===== src/ieflg_regs.vh =====
/*
 register offsets, bit positions, reset values and widths of the interrupt enable/flag unit.
 assumes inclusion by bare name from the design files.
*/
`ifndef IEFLG_REGS_VH
`define IEFLG_REGS_VH
// register indices; each register answers at four times its index
`define IEFLG_IDX_CORE    12'h00b
`define IEFLG_IDX_PFLAGS  12'h00c
`define IEFLG_IDX_PENS    12'h08c
`define IEFLG_IDX_PINMASK 12'h096
`define IEFLG_IDX_OPTION  12'h081
// byte addresses on the axi4-lite bus
`define IEFLG_OFS_CORE    (`IEFLG_IDX_CORE << 2)
`define IEFLG_OFS_PFLAGS  (`IEFLG_IDX_PFLAGS << 2)
`define IEFLG_OFS_PENS    (`IEFLG_IDX_PENS << 2)
`define IEFLG_OFS_PINMASK (`IEFLG_IDX_PINMASK << 2)
`define IEFLG_OFS_OPTION  (`IEFLG_IDX_OPTION << 2)
`define IEFLG_OFS_STATUS  12'h100
`define IEFLG_OFS_MASK    12'h104
// core control bit positions
`define IEFLG_B_GLOBAL_EN 7
`define IEFLG_B_PERI_EN   6
`define IEFLG_B_T0_EN     5
`define IEFLG_B_EXTIE  4
`define IEFLG_B_PCIE   3
`define IEFLG_B_T0_FLAG   2
`define IEFLG_B_EXTIF  1
`define IEFLG_B_PCIF   0
// peripheral bit positions
`define IEFLG_B_EE     7
`define IEFLG_B_ADC    6
`define IEFLG_B_CMP    3
`define IEFLG_B_T1     0
`define IEFLG_PERI_IMPL 8'hc9
// option bit holding the edge select
`define IEFLG_B_EDGE   6
// reset values
`define IEFLG_RST_CORE   8'h00
`define IEFLG_RST_PERI   8'h00
`define IEFLG_RST_PIN    6'h00
`define IEFLG_RST_OPTION 8'hff
`define IEFLG_RST_EVT    7'h00
// widths
`define IEFLG_NPINS    6
`define IEFLG_NEVT     7
`define IEFLG_PCW      13
`define IEFLG_DEPTH    8
`define IEFLG_SPW      3
// axi responses
`define IEFLG_RESP_OK  2'b00
`define IEFLG_RESP_ERR 2'b10
`endif


===== src/ieflg_top.v =====
/*
 interrupt enable and flag unit with axi4-lite register slave and return stack.
 assumes event inputs are one-cycle pulses on aclk; pins are asynchronous.
*/
// Behaviour
// - flags set on their event regardless of any enable bit.
// - global enable bit 7 passes unmasked sources to irq_request when set, blocks all of them there when clear.
// - peripheral enable bit 6 must be set for any peripheral source to reach irq_request.
// - external pin enable bit 4, flag bit 1 set on chosen edge.
// - peripheral enables at bits 7, 6, 3 and 0.
// - peripheral flags at bits 7, 6, 3 and 0, set by events, software cleared.
// - peripheral bits 5-4 and 2-1 read as zero.
// - taking an interrupt pushes the program counter before vectoring.
// - stack is eight by thirteen, circular, no overflow indication.
// - return pops top entry into program counter, upper latch untouched.
// - edge select one means rising, zero means falling edge.
// - enabled pins compare with value latched at last port read, mismatches ORed.
`timescale 1ns/1ps
`default_nettype none
`include "ieflg_regs.vh"
module ieflg_top (
   input  wire                       aclk,
   input  wire                       aresetn,
   input  wire                       ce,
   input  wire [11:0]                s_axi_awaddr,
   input  wire                       s_axi_awvalid,
   output wire                       s_axi_awready,
   input  wire [31:0]                s_axi_wdata,
   input  wire [3:0]                 s_axi_wstrb,
   input  wire                       s_axi_wvalid,
   output wire                       s_axi_wready,
   output reg  [1:0]                 s_axi_bresp,
   output reg                        s_axi_bvalid,
   input  wire                       s_axi_bready,
   input  wire [11:0]                s_axi_araddr,
   input  wire                       s_axi_arvalid,
   output wire                       s_axi_arready,
   output reg  [31:0]                s_axi_rdata,
   output reg  [1:0]                 s_axi_rresp,
   output reg                        s_axi_rvalid,
   input  wire                       s_axi_rready,
   input  wire                       timer0_ovf,
   input  wire                       timer1_ovf,
   input  wire                       eeprom_done,
   input  wire                       adc_done,
   input  wire                       comparator_change,
   input  wire                       ext_irq_pin,
   input  wire [`IEFLG_NPINS-1:0]    port_pins,
   input  wire                       port_read,
   input  wire                       irq_taken,
   input  wire                       return_from_irq,
   input  wire [`IEFLG_PCW-1:0]      pc_current,
   output wire [`IEFLG_PCW-1:0]      pc_return,
   output wire                       irq_request,
   output wire                       irq
);
   ////////////////////////////////////////////////////////////////////////////
   // pin synchronisers
   // two flops per asynchronous pin; only the second stage feeds logic,
   // ext_d only keeps the previous settled sample for the edge detector
   reg                      ext_s1;
   reg                      ext_s2;
   reg                      ext_d;
   reg [`IEFLG_NPINS-1:0]   pins_s1;
   reg [`IEFLG_NPINS-1:0]   pins_s2;
   reg [`IEFLG_NPINS-1:0]   pins_latched;
   always @(posedge aclk) begin
      if (!aresetn) begin
         ext_s1       <= 1'b0;
         ext_s2       <= 1'b0;
         ext_d        <= 1'b0;
         pins_s1      <= 6'h00;
         pins_s2      <= 6'h00;
         pins_latched <= 6'h00;
      end else if (ce) begin
         ext_s1  <= ext_irq_pin;
         ext_s2  <= ext_s1;
         ext_d   <= ext_s2;
         pins_s1 <= port_pins;
         pins_s2 <= pins_s1;
         if (port_read) begin
            pins_latched <= pins_s2;
         end
      end
   end

   ////////////////////////////////////////////////////////////////////////////
   // registers
   reg [7:0]                core;
   reg [7:0]                pflags;
   reg [7:0]                pens;
   reg [`IEFLG_NPINS-1:0]   pin_mask;
   reg [7:0]                option;
   reg [`IEFLG_NEVT-1:0]    evt_status;
   reg [`IEFLG_NEVT-1:0]    evt_mask;

   // option resets to all ones, so edges are rising until software says otherwise;
   // ext_s2 and ext_d both reset low like an idle pin, so no false edge at release
   // port change compares against the reference taken at the last port read,
   // so the flag keeps setting until software reads the port again
   wire edge_sel  = option[`IEFLG_B_EDGE];
   wire ext_edge  = edge_sel ? (ext_s2 & ~ext_d) : (~ext_s2 & ext_d);
   wire [`IEFLG_NPINS-1:0] mism = (pins_s2 ^ pins_latched) & pin_mask;
   wire port_chg  = |mism;

   // event vector: core t0, ext, port; peripheral ee, adc, cmp, t1
   wire [`IEFLG_NEVT-1:0] evt = {timer0_ovf, ext_edge, port_chg,
                                 eeprom_done, adc_done, comparator_change, timer1_ovf};

   ////////////////////////////////////////////////////////////////////////////
   // axi4-lite slave: one write and one read at a time
   // address and data may come in either order; each half is parked until
   // the other arrives, and neither is taken again while the response waits
   // only byte lane 0 holds register bits; a write without it is answered
   // but changes nothing
   reg         aw_hold;
   reg         w_hold;
   reg [11:0]  aw_addr;
   reg [31:0]  w_data;
   reg [3:0]   w_strb;
   assign s_axi_awready = ~aw_hold & ~s_axi_bvalid;
   assign s_axi_wready  = ~w_hold & ~s_axi_bvalid;
   assign s_axi_arready = ~s_axi_rvalid;

   wire [11:0] waddr = aw_hold ? aw_addr : s_axi_awaddr;
   wire [31:0] wdat  = w_hold ? w_data : s_axi_wdata;
   wire        wlane = w_hold ? w_strb[0] : s_axi_wstrb[0];
   wire        aw_ok = aw_hold | s_axi_awvalid;
   wire        w_ok  = w_hold | s_axi_wvalid;
   wire        do_wr = ce & aw_ok & w_ok & ~s_axi_bvalid;
   wire        wr_en = do_wr & wlane;
   wire        wr_core = wr_en & (waddr == `IEFLG_OFS_CORE);
   wire        wr_pfl  = wr_en & (waddr == `IEFLG_OFS_PFLAGS);
   wire        wr_sts  = wr_en & (waddr == `IEFLG_OFS_STATUS);
   wire        waddr_ok = (waddr == `IEFLG_OFS_CORE) | (waddr == `IEFLG_OFS_PFLAGS) |
                          (waddr == `IEFLG_OFS_PENS) | (waddr == `IEFLG_OFS_PINMASK) |
                          (waddr == `IEFLG_OFS_OPTION) | (waddr == `IEFLG_OFS_STATUS) |
                          (waddr == `IEFLG_OFS_MASK);

   always @(posedge aclk) begin
      if (!aresetn) begin
         aw_hold      <= 1'b0;
         w_hold       <= 1'b0;
         aw_addr      <= 12'h000;
         w_data       <= 32'h00000000;
         w_strb       <= 4'h0;
         s_axi_bvalid <= 1'b0;
         s_axi_bresp  <= `IEFLG_RESP_OK;
      end else if (ce) begin
         if (s_axi_awvalid & s_axi_awready) begin
            aw_hold <= 1'b1;
            aw_addr <= s_axi_awaddr;
         end
         if (s_axi_wvalid & s_axi_wready) begin
            w_hold <= 1'b1;
            w_data <= s_axi_wdata;
            w_strb <= s_axi_wstrb;
         end
         if (do_wr) begin
            aw_hold      <= 1'b0;
            w_hold       <= 1'b0;
            s_axi_bvalid <= 1'b1;
            s_axi_bresp  <= waddr_ok ? `IEFLG_RESP_OK : `IEFLG_RESP_ERR;
         end else if (s_axi_bready) begin
            s_axi_bvalid <= 1'b0;
         end
      end
   end

   ////////////////////////////////////////////////////////////////////////////
   // flags: event sets win over software clears
   // a write landing with an event keeps that flag set, so no event is lost
   reg [7:0] next_core;
   reg [7:0] next_pflags;
   always @* begin
      next_core = core;
      if (wr_core) begin
         next_core = wdat[7:0];
      end
      if (evt[6]) next_core[`IEFLG_B_T0_FLAG] = 1'b1;
      if (evt[5]) next_core[`IEFLG_B_EXTIF] = 1'b1;
      if (evt[4]) next_core[`IEFLG_B_PCIF]  = 1'b1;
      next_pflags = pflags;
      if (wr_pfl) begin
         next_pflags = wdat[7:0] & `IEFLG_PERI_IMPL;
      end
      if (evt[3]) next_pflags[`IEFLG_B_EE]  = 1'b1;
      if (evt[2]) next_pflags[`IEFLG_B_ADC] = 1'b1;
      if (evt[1]) next_pflags[`IEFLG_B_CMP] = 1'b1;
      if (evt[0]) next_pflags[`IEFLG_B_T1]  = 1'b1;
   end

   // sticky status behind the level output; writing a one clears a bit
   genvar gi;
   generate
      for (gi = 0; gi < `IEFLG_NEVT; gi = gi + 1) begin : g_sts
         always @(posedge aclk) begin
            if (!aresetn) begin
               evt_status[gi] <= 1'b0;
            end else if (ce) begin
               if (evt[gi]) begin
                  evt_status[gi] <= 1'b1;
               end else if (wr_sts & wdat[gi]) begin
                  evt_status[gi] <= 1'b0;
               end
            end
         end
      end
   endgenerate

   always @(posedge aclk) begin
      if (!aresetn) begin
         core     <= `IEFLG_RST_CORE;
         pflags   <= `IEFLG_RST_PERI;
         pens     <= `IEFLG_RST_PERI;
         pin_mask <= `IEFLG_RST_PIN;
         option   <= `IEFLG_RST_OPTION;
         evt_mask <= `IEFLG_RST_EVT;
      end else if (ce) begin
         core   <= next_core;
         pflags <= next_pflags;
         if (wr_en & (waddr == `IEFLG_OFS_PENS)) begin
            pens <= wdat[7:0] & `IEFLG_PERI_IMPL;
         end
         if (wr_en & (waddr == `IEFLG_OFS_PINMASK)) begin
            pin_mask <= wdat[`IEFLG_NPINS-1:0];
         end
         if (wr_en & (waddr == `IEFLG_OFS_OPTION)) begin
            option <= wdat[7:0];
         end
         if (wr_en & (waddr == `IEFLG_OFS_MASK)) begin
            evt_mask <= wdat[`IEFLG_NEVT-1:0];
         end
      end
   end

   ////////////////////////////////////////////////////////////////////////////
   // read channel
   // data captured at acceptance, so it cannot move while rvalid waits
   reg [31:0] rd_mux;
   reg        rd_ok;
   always @* begin
      rd_ok  = 1'b1;
      rd_mux = 32'h00000000;
      case (s_axi_araddr)
         `IEFLG_OFS_CORE:    rd_mux[7:0] = core;
         `IEFLG_OFS_PFLAGS:  rd_mux[7:0] = pflags;
         `IEFLG_OFS_PENS:    rd_mux[7:0] = pens;
         `IEFLG_OFS_PINMASK: rd_mux[`IEFLG_NPINS-1:0] = pin_mask;
         `IEFLG_OFS_OPTION:  rd_mux[7:0] = option;
         `IEFLG_OFS_STATUS:  rd_mux[`IEFLG_NEVT-1:0] = evt_status;
         `IEFLG_OFS_MASK:    rd_mux[`IEFLG_NEVT-1:0] = evt_mask;
         default:            rd_ok = 1'b0;
      endcase
   end

   always @(posedge aclk) begin
      if (!aresetn) begin
         s_axi_rvalid <= 1'b0;
         s_axi_rdata  <= 32'h00000000;
         s_axi_rresp  <= `IEFLG_RESP_OK;
      end else if (ce) begin
         if (s_axi_arvalid & s_axi_arready) begin
            s_axi_rvalid <= 1'b1;
            s_axi_rdata  <= rd_mux;
            s_axi_rresp  <= rd_ok ? `IEFLG_RESP_OK : `IEFLG_RESP_ERR;
         end else if (s_axi_rready) begin
            s_axi_rvalid <= 1'b0;
         end
      end
   end

   ////////////////////////////////////////////////////////////////////////////
   // request and return stack
   // request is combinational from stored bits only, no pin reaches it directly
   wire core_any = (core[`IEFLG_B_T0_EN] & core[`IEFLG_B_T0_FLAG]) |
                   (core[`IEFLG_B_EXTIE] & core[`IEFLG_B_EXTIF]) |
                   (core[`IEFLG_B_PCIE]  & core[`IEFLG_B_PCIF]);
   wire peri_any = core[`IEFLG_B_PERI_EN] & (|(pens & pflags));
   assign irq_request = core[`IEFLG_B_GLOBAL_EN] & (core_any | peri_any);
   // status and mask pair works apart from the core gating above
   assign irq = |(evt_status & evt_mask);

   // no overflow flag: deep nesting silently overwrites the oldest entry

   // push happens on the take strobe, before the core loads the vector
   ieflg_stack u_stack (
      .aclk    (aclk),
      .aresetn (aresetn),
      .ce      (ce),
      .push    (irq_taken),
      .push_pc (pc_current),
      .pop     (return_from_irq),
      .top_pc  (pc_return)
   );
endmodule
`default_nettype wire


===== src/ieflg_stack.v =====
/*
 eight-entry circular return stack, thirteen bits wide.
 assumes pushes and pops come from the core on aclk; no overflow detection.
*/
`timescale 1ns/1ps
`default_nettype none
`include "ieflg_regs.vh"
module ieflg_stack (
   input  wire                      aclk,
   input  wire                      aresetn,
   input  wire                      ce,
   input  wire                      push,
   input  wire [`IEFLG_PCW-1:0]     push_pc,
   input  wire                      pop,
   output reg  [`IEFLG_PCW-1:0]     top_pc
);
   reg [`IEFLG_PCW-1:0] mem [0:`IEFLG_DEPTH-1];
   reg [`IEFLG_SPW-1:0] sp;
   wire [`IEFLG_SPW-1:0] sp_dec = sp - 3'h1;

   // pointer simply wraps; ninth push lands on the first slot
   always @(posedge aclk) begin
      if (!aresetn) begin
         sp     <= 3'h0;
         top_pc <= 13'h0000;
      end else if (ce) begin
         if (push) begin
            mem[sp] <= push_pc;
            sp      <= sp + 3'h1;
         end else if (pop) begin
            top_pc <= mem[sp_dec];
            sp     <= sp_dec;
         end
      end
   end
endmodule
`default_nettype wire


===== config.mk =====
export PLATFORM = sky130hd
export DESIGN_NAME = ieflg_top
export DESIGN_NICKNAME = d
export VERILOG_FILES = /design/src/ieflg_top.v /design/src/ieflg_stack.v
export VERILOG_INCLUDE_DIRS = /design/src
export SDC_FILE = /design/constraint.sdc
export NUM_CORES = 1
export LEC_CHECK = 0
export BUFFER_PORTS_ARGS = -buffer_cell sky130_fd_sc_hd__buf_2
export CAP_MARGIN = 20
export CORE_MARGIN = 1.5
export CORE_UTILIZATION = 35
export DETAILED_ROUTE_END_ITERATION = 8
export GPL_ROUTABILITY_DRIVEN = 0
export GPL_TIMING_DRIVEN = 0
export MAX_ROUTING_LAYER = met4
export REMOVE_ABC_BUFFERS = 1
export SETUP_SLACK_MARGIN = 0.05
export SLEW_MARGIN = 20
export SYNTH_ARGS = -nofsm -noshare
export SYNTH_HDL_FRONTEND = slang
export SYNTH_HIERARCHICAL = 1
export SYNTH_SLANG_ARGS = --single-unit

===== constraint.sdc =====
create_clock -name aclk -period 2.1 [get_ports aclk]
set_clock_uncertainty 0.1 [all_clocks]
set_input_delay 0.315 -clock aclk [delete_from_list [all_inputs] [get_ports aclk]]
set_output_delay 0.315 -clock aclk [all_outputs]
set_load 0.02 [all_outputs]

==> impl_metrics.yaml <==
status:
  status: "complete, but fails checks"
  violations: "negative setup slack"
sta:
  setup_viol: 9
  period_share_pct: 101.4
  grt_setup_unrepaired: "yes"
  slew_headroom_pct: 47.86
  min_period_ps: 2129
  max_freq_mhz: 469.7
  hold_viol: 0
  worst_pin_slew_ps: 780.0
  fin_ws_ps: -28.84
  slew_viol_final: 0
job:
  cap_viol_max_count: 0
clock_network:
  cts_max_path_buffers: 3
  cts_tree: "done"
  cts_buffers: 24
  htreeDepth: 1
  cts-root-buf: "clkbuf_16"
  path_clk_slew_ps: 60
  clk_latency_ps: 530
  cts.sinks: 220
drt:
  post-route-drc-count: 0
  wl_per_cell_um: 17.32
  drt_iter0_drc: 440
  routed_wl_um: 24410
  wl_met1_um: 10610
  wl_met2_um: 12160
  postRouteAntennaNets: 0
  routed.top_layer: "met4"
  wl_met3_um: 1208
  drt_first_pass_iters: 5
  vias: 7036
  viasPerCell: 4.994
synthesis:
  yosysMostFrequentCell: "dfxtp_1"
  synthXorXnorAreaFrac_pct: 0.9064
  synth_mux_area_share_pct: 11.96
  synth.avg_cell_area_um2: 11.61
  synth_area_leader_cell: "edfxtp_1"
  syn_area_mm2: 0.009801
  synth_top_family_by_area: "simple AND/OR/NAND/NOR gates"
  synthTopCellsByCount: "116 x dfxtp_1, 107 x mux2i_1, 104 x edfxtp_1, 101 x nand2_1, 36 x nor2b_1"
  synth_seq_area_share_pct: 55.56
  synth_top_area_share_pct: 31.87
  ys_ff_latch: 220
  async_reset_ff_share_pct: 0
  synthSimpleGateAreaFrac_pct: 13.34
  ys_types: 68
  synth_edf_count: 104
  yosys.area_share.adder_pct: 0.2553
  synth_area_leaders: "edfxtp_1 32%, dfxtp_1 24%, mux2i_1 11%"
  synth_flop_cell: "dfxtp_1"
  synth_compound_area_share_pct: 12.96
  ys.warnings.count: 6
  netlist_instances: 844
finish:
  antenna-diode-count: 0
  regArea_mm2: 0.005459
  area_growth_pct: 28.66
  drive_above_1_share_pct: 25.70
  multi_input_area_mm2: 0.004342
  fillers: 2559
  nNetsFinal: 1111
  stdcell_area_mm2: 0.01261
pwr:
  irDropWorstVdd_v: 0.0006678
  p_int_uw: 7930
  power_frac_comb_pct: 13.6
  finalPower_uw: 10520
  p_seq_share_pct: 44.4
  p_leak_uw: 0.004678
  switching_share_pct: 24.62
  power.density_mw_per_mm2: 834.3
  clockPowerShare_pct: 42.0
  p_sw_uw: 2590
floorplanning:
  design.die.area_mm2: 0.02901
  die_h_um: 170.3
  initial_core_util_pct: 35.37
  io_pins: 152
  core_mm2: 0.02771
  rows: 61
  chipWidth_um: 170.3
critical_path:
  critical_path.max_stage_delay_ps: 550
  critPathSlowestCell: "or4b_4"
  cp.arrival_ps: 2430
  critPathRequiredTime_ps: 2400
  path_cells: "or4b_4 -> o41ai_4 -> o211ai_2 -> nor4_4 -> buf_12 -> mux2i_2 -> nand2_1"
  r2r-end: "option[2]"
  crit_path_max_fanout: 8
  reg2reg_depth: 7
  rrSetupSlack_ps: -30
  reg2reg_from: "aw_addr[7]"
  critPathLaunch: "aw_addr[7]"
  critPathLaunchType: "flop"
  worstSetupPathType: "flop to flop"
  worstSetupEndpointType: "flop"
hold_path:
  hold_end: "aw_addr[3]"
  hold_path_class: "input pin to flop"
  worstHoldStart: "s_axi_awaddr[3]"
  hold_depth: 3
global_routing:
  antenna_found_initial: 0
  grt_max_degree: 77
  overflow: 0
  grt_pass1_vias: 6789
  track_usage_pct: 16.99
  grt_pass1_wl_um: 37430
placement:
  postPlaceCellArea_mm2: 0.01061
  hpwl_um: 15410
  place_ws_ps: -1475
  io_buffers: 98
[area by class of cell]
type / count / area share, %
Inverter: 19 / 0.5954
Timing Repair Buffer: 184 / 11.35
Sequential cell: 220 / 43.29
Tap cell: 378 / 3.751
Clock inverter: 12 / 1.330
Clock buffer: 32 / 5.249
Multi-Input combinational cell: 564 / 34.43
[kinds of logic after synthesis]
kind of cell / Yosys count
AOI/OAI and AO/OA: 166
xor gates and xnor gates: 8
adders and majority gates: 2
buffers and inverters: 85
DFF: 220
muxes: 116
other: 1
and+or+nand+nor: 246
[how the worst max path moves through the flow]
stage	slack, ps	end
2_1_floorplan	-1100	u_stack/top_pc[0]
6_report	-30	option[2]
3_3_place_gp	-2670	u_stack/mem[0][7]
5_1_grt	-150	option[2]
4_1_cts	-70	core[2]
3_5_place_dp	-1480	core[1]
[state kept, by name, summed over array words and instances, names as in the netlist, 3 cells and up]
signal / flops
pins_s2: 6
core: 8
u_stack/top_pc: 13
w_data: 8
s_axi_rdata: 8
u_stack/mem: 104
option: 8
u_stack/sp: 3
aw_addr: 12
pens: 4
pflags: 4
pins_latched: 6
evt_status: 7
evt_mask: 7
pins_s1: 6
pin_mask: 6
[cell usage in the layout (no fill, tap or decap), drive strengths merged, types with 4 or more instances in the layout]
cell type      n
o211ai         4
clkinv         7
mux2           9
xor2           6
a211oi         4
nor4b          4
a22o           8
nor3          12
a221oi         5
a221o          4
or3            4
o31ai          5
bufinv         4
dfxtp        116
buf          138
nand2        102
a22oi         21
nor3b          7
nor4           9
mux2i        107
a32o          13
o21ai         25
dlygate4sd3   46
edfxtp       104
a21oi         28
conb          26
nor2b         36
inv           18
and2           5
nand3         12
nor2          31
a21boi        36
nand2b         8
clkbuf        32
[critical path: cells and delay by family (launching register included)]
family / cells / cell delay, ps
simple gates: 3 / 910
flops: 1 / 320
compound gates: 2 / 280
mux: 1 / 210
buf+inv: 1 / 180
[power by group through the flow]
| stage | registers [uW] | logic [uW] | clock network, uW |
|---|---|---|---|
| after CTS | 4660 | 1380 | 4510 |
| after global placement | 4760 | 1150 | 0 |
| after floorplan | 4780 | 742 | 0 |
| after detailed placement | 4770 | 1170 | 0 |
| final | 4670 | 1430 | 4420 |
| after global routing | 4680 | 1540 | 4670 |
[layer usage]
metal	track usage [%]	up-vias
li1	-	3410
met1	21.25	3407
met2	29.08	185
met4	3.386	0
met3	2.698	34
met5	-	-
[metrics by stage]
step                      hold slack (ps)  setup TNS (ps)  instances  utilization, %
after floorplan                     276.9          -32380        803               -
final                               19.67          -103.6       1409           45.51
after global placement              345.9         -301630       1279           37.69
after detailed placement            350.6         -166770       1288           38.30
after global routing                31.35           -3223       1409           45.51
after CTS                           1.502          -521.1       1404           44.77
[repair_timing]
action,in CTS,in global routing
pin swaps,27,14
gates resized for setup,54,34
endpoints found under the setup margin,178,80
hold endpoints to repair,138,0
hold buffers,46,0
buffers inserted,25,7
cloned,1,0
Note: power is estimated with default switching activity, not from simulation.
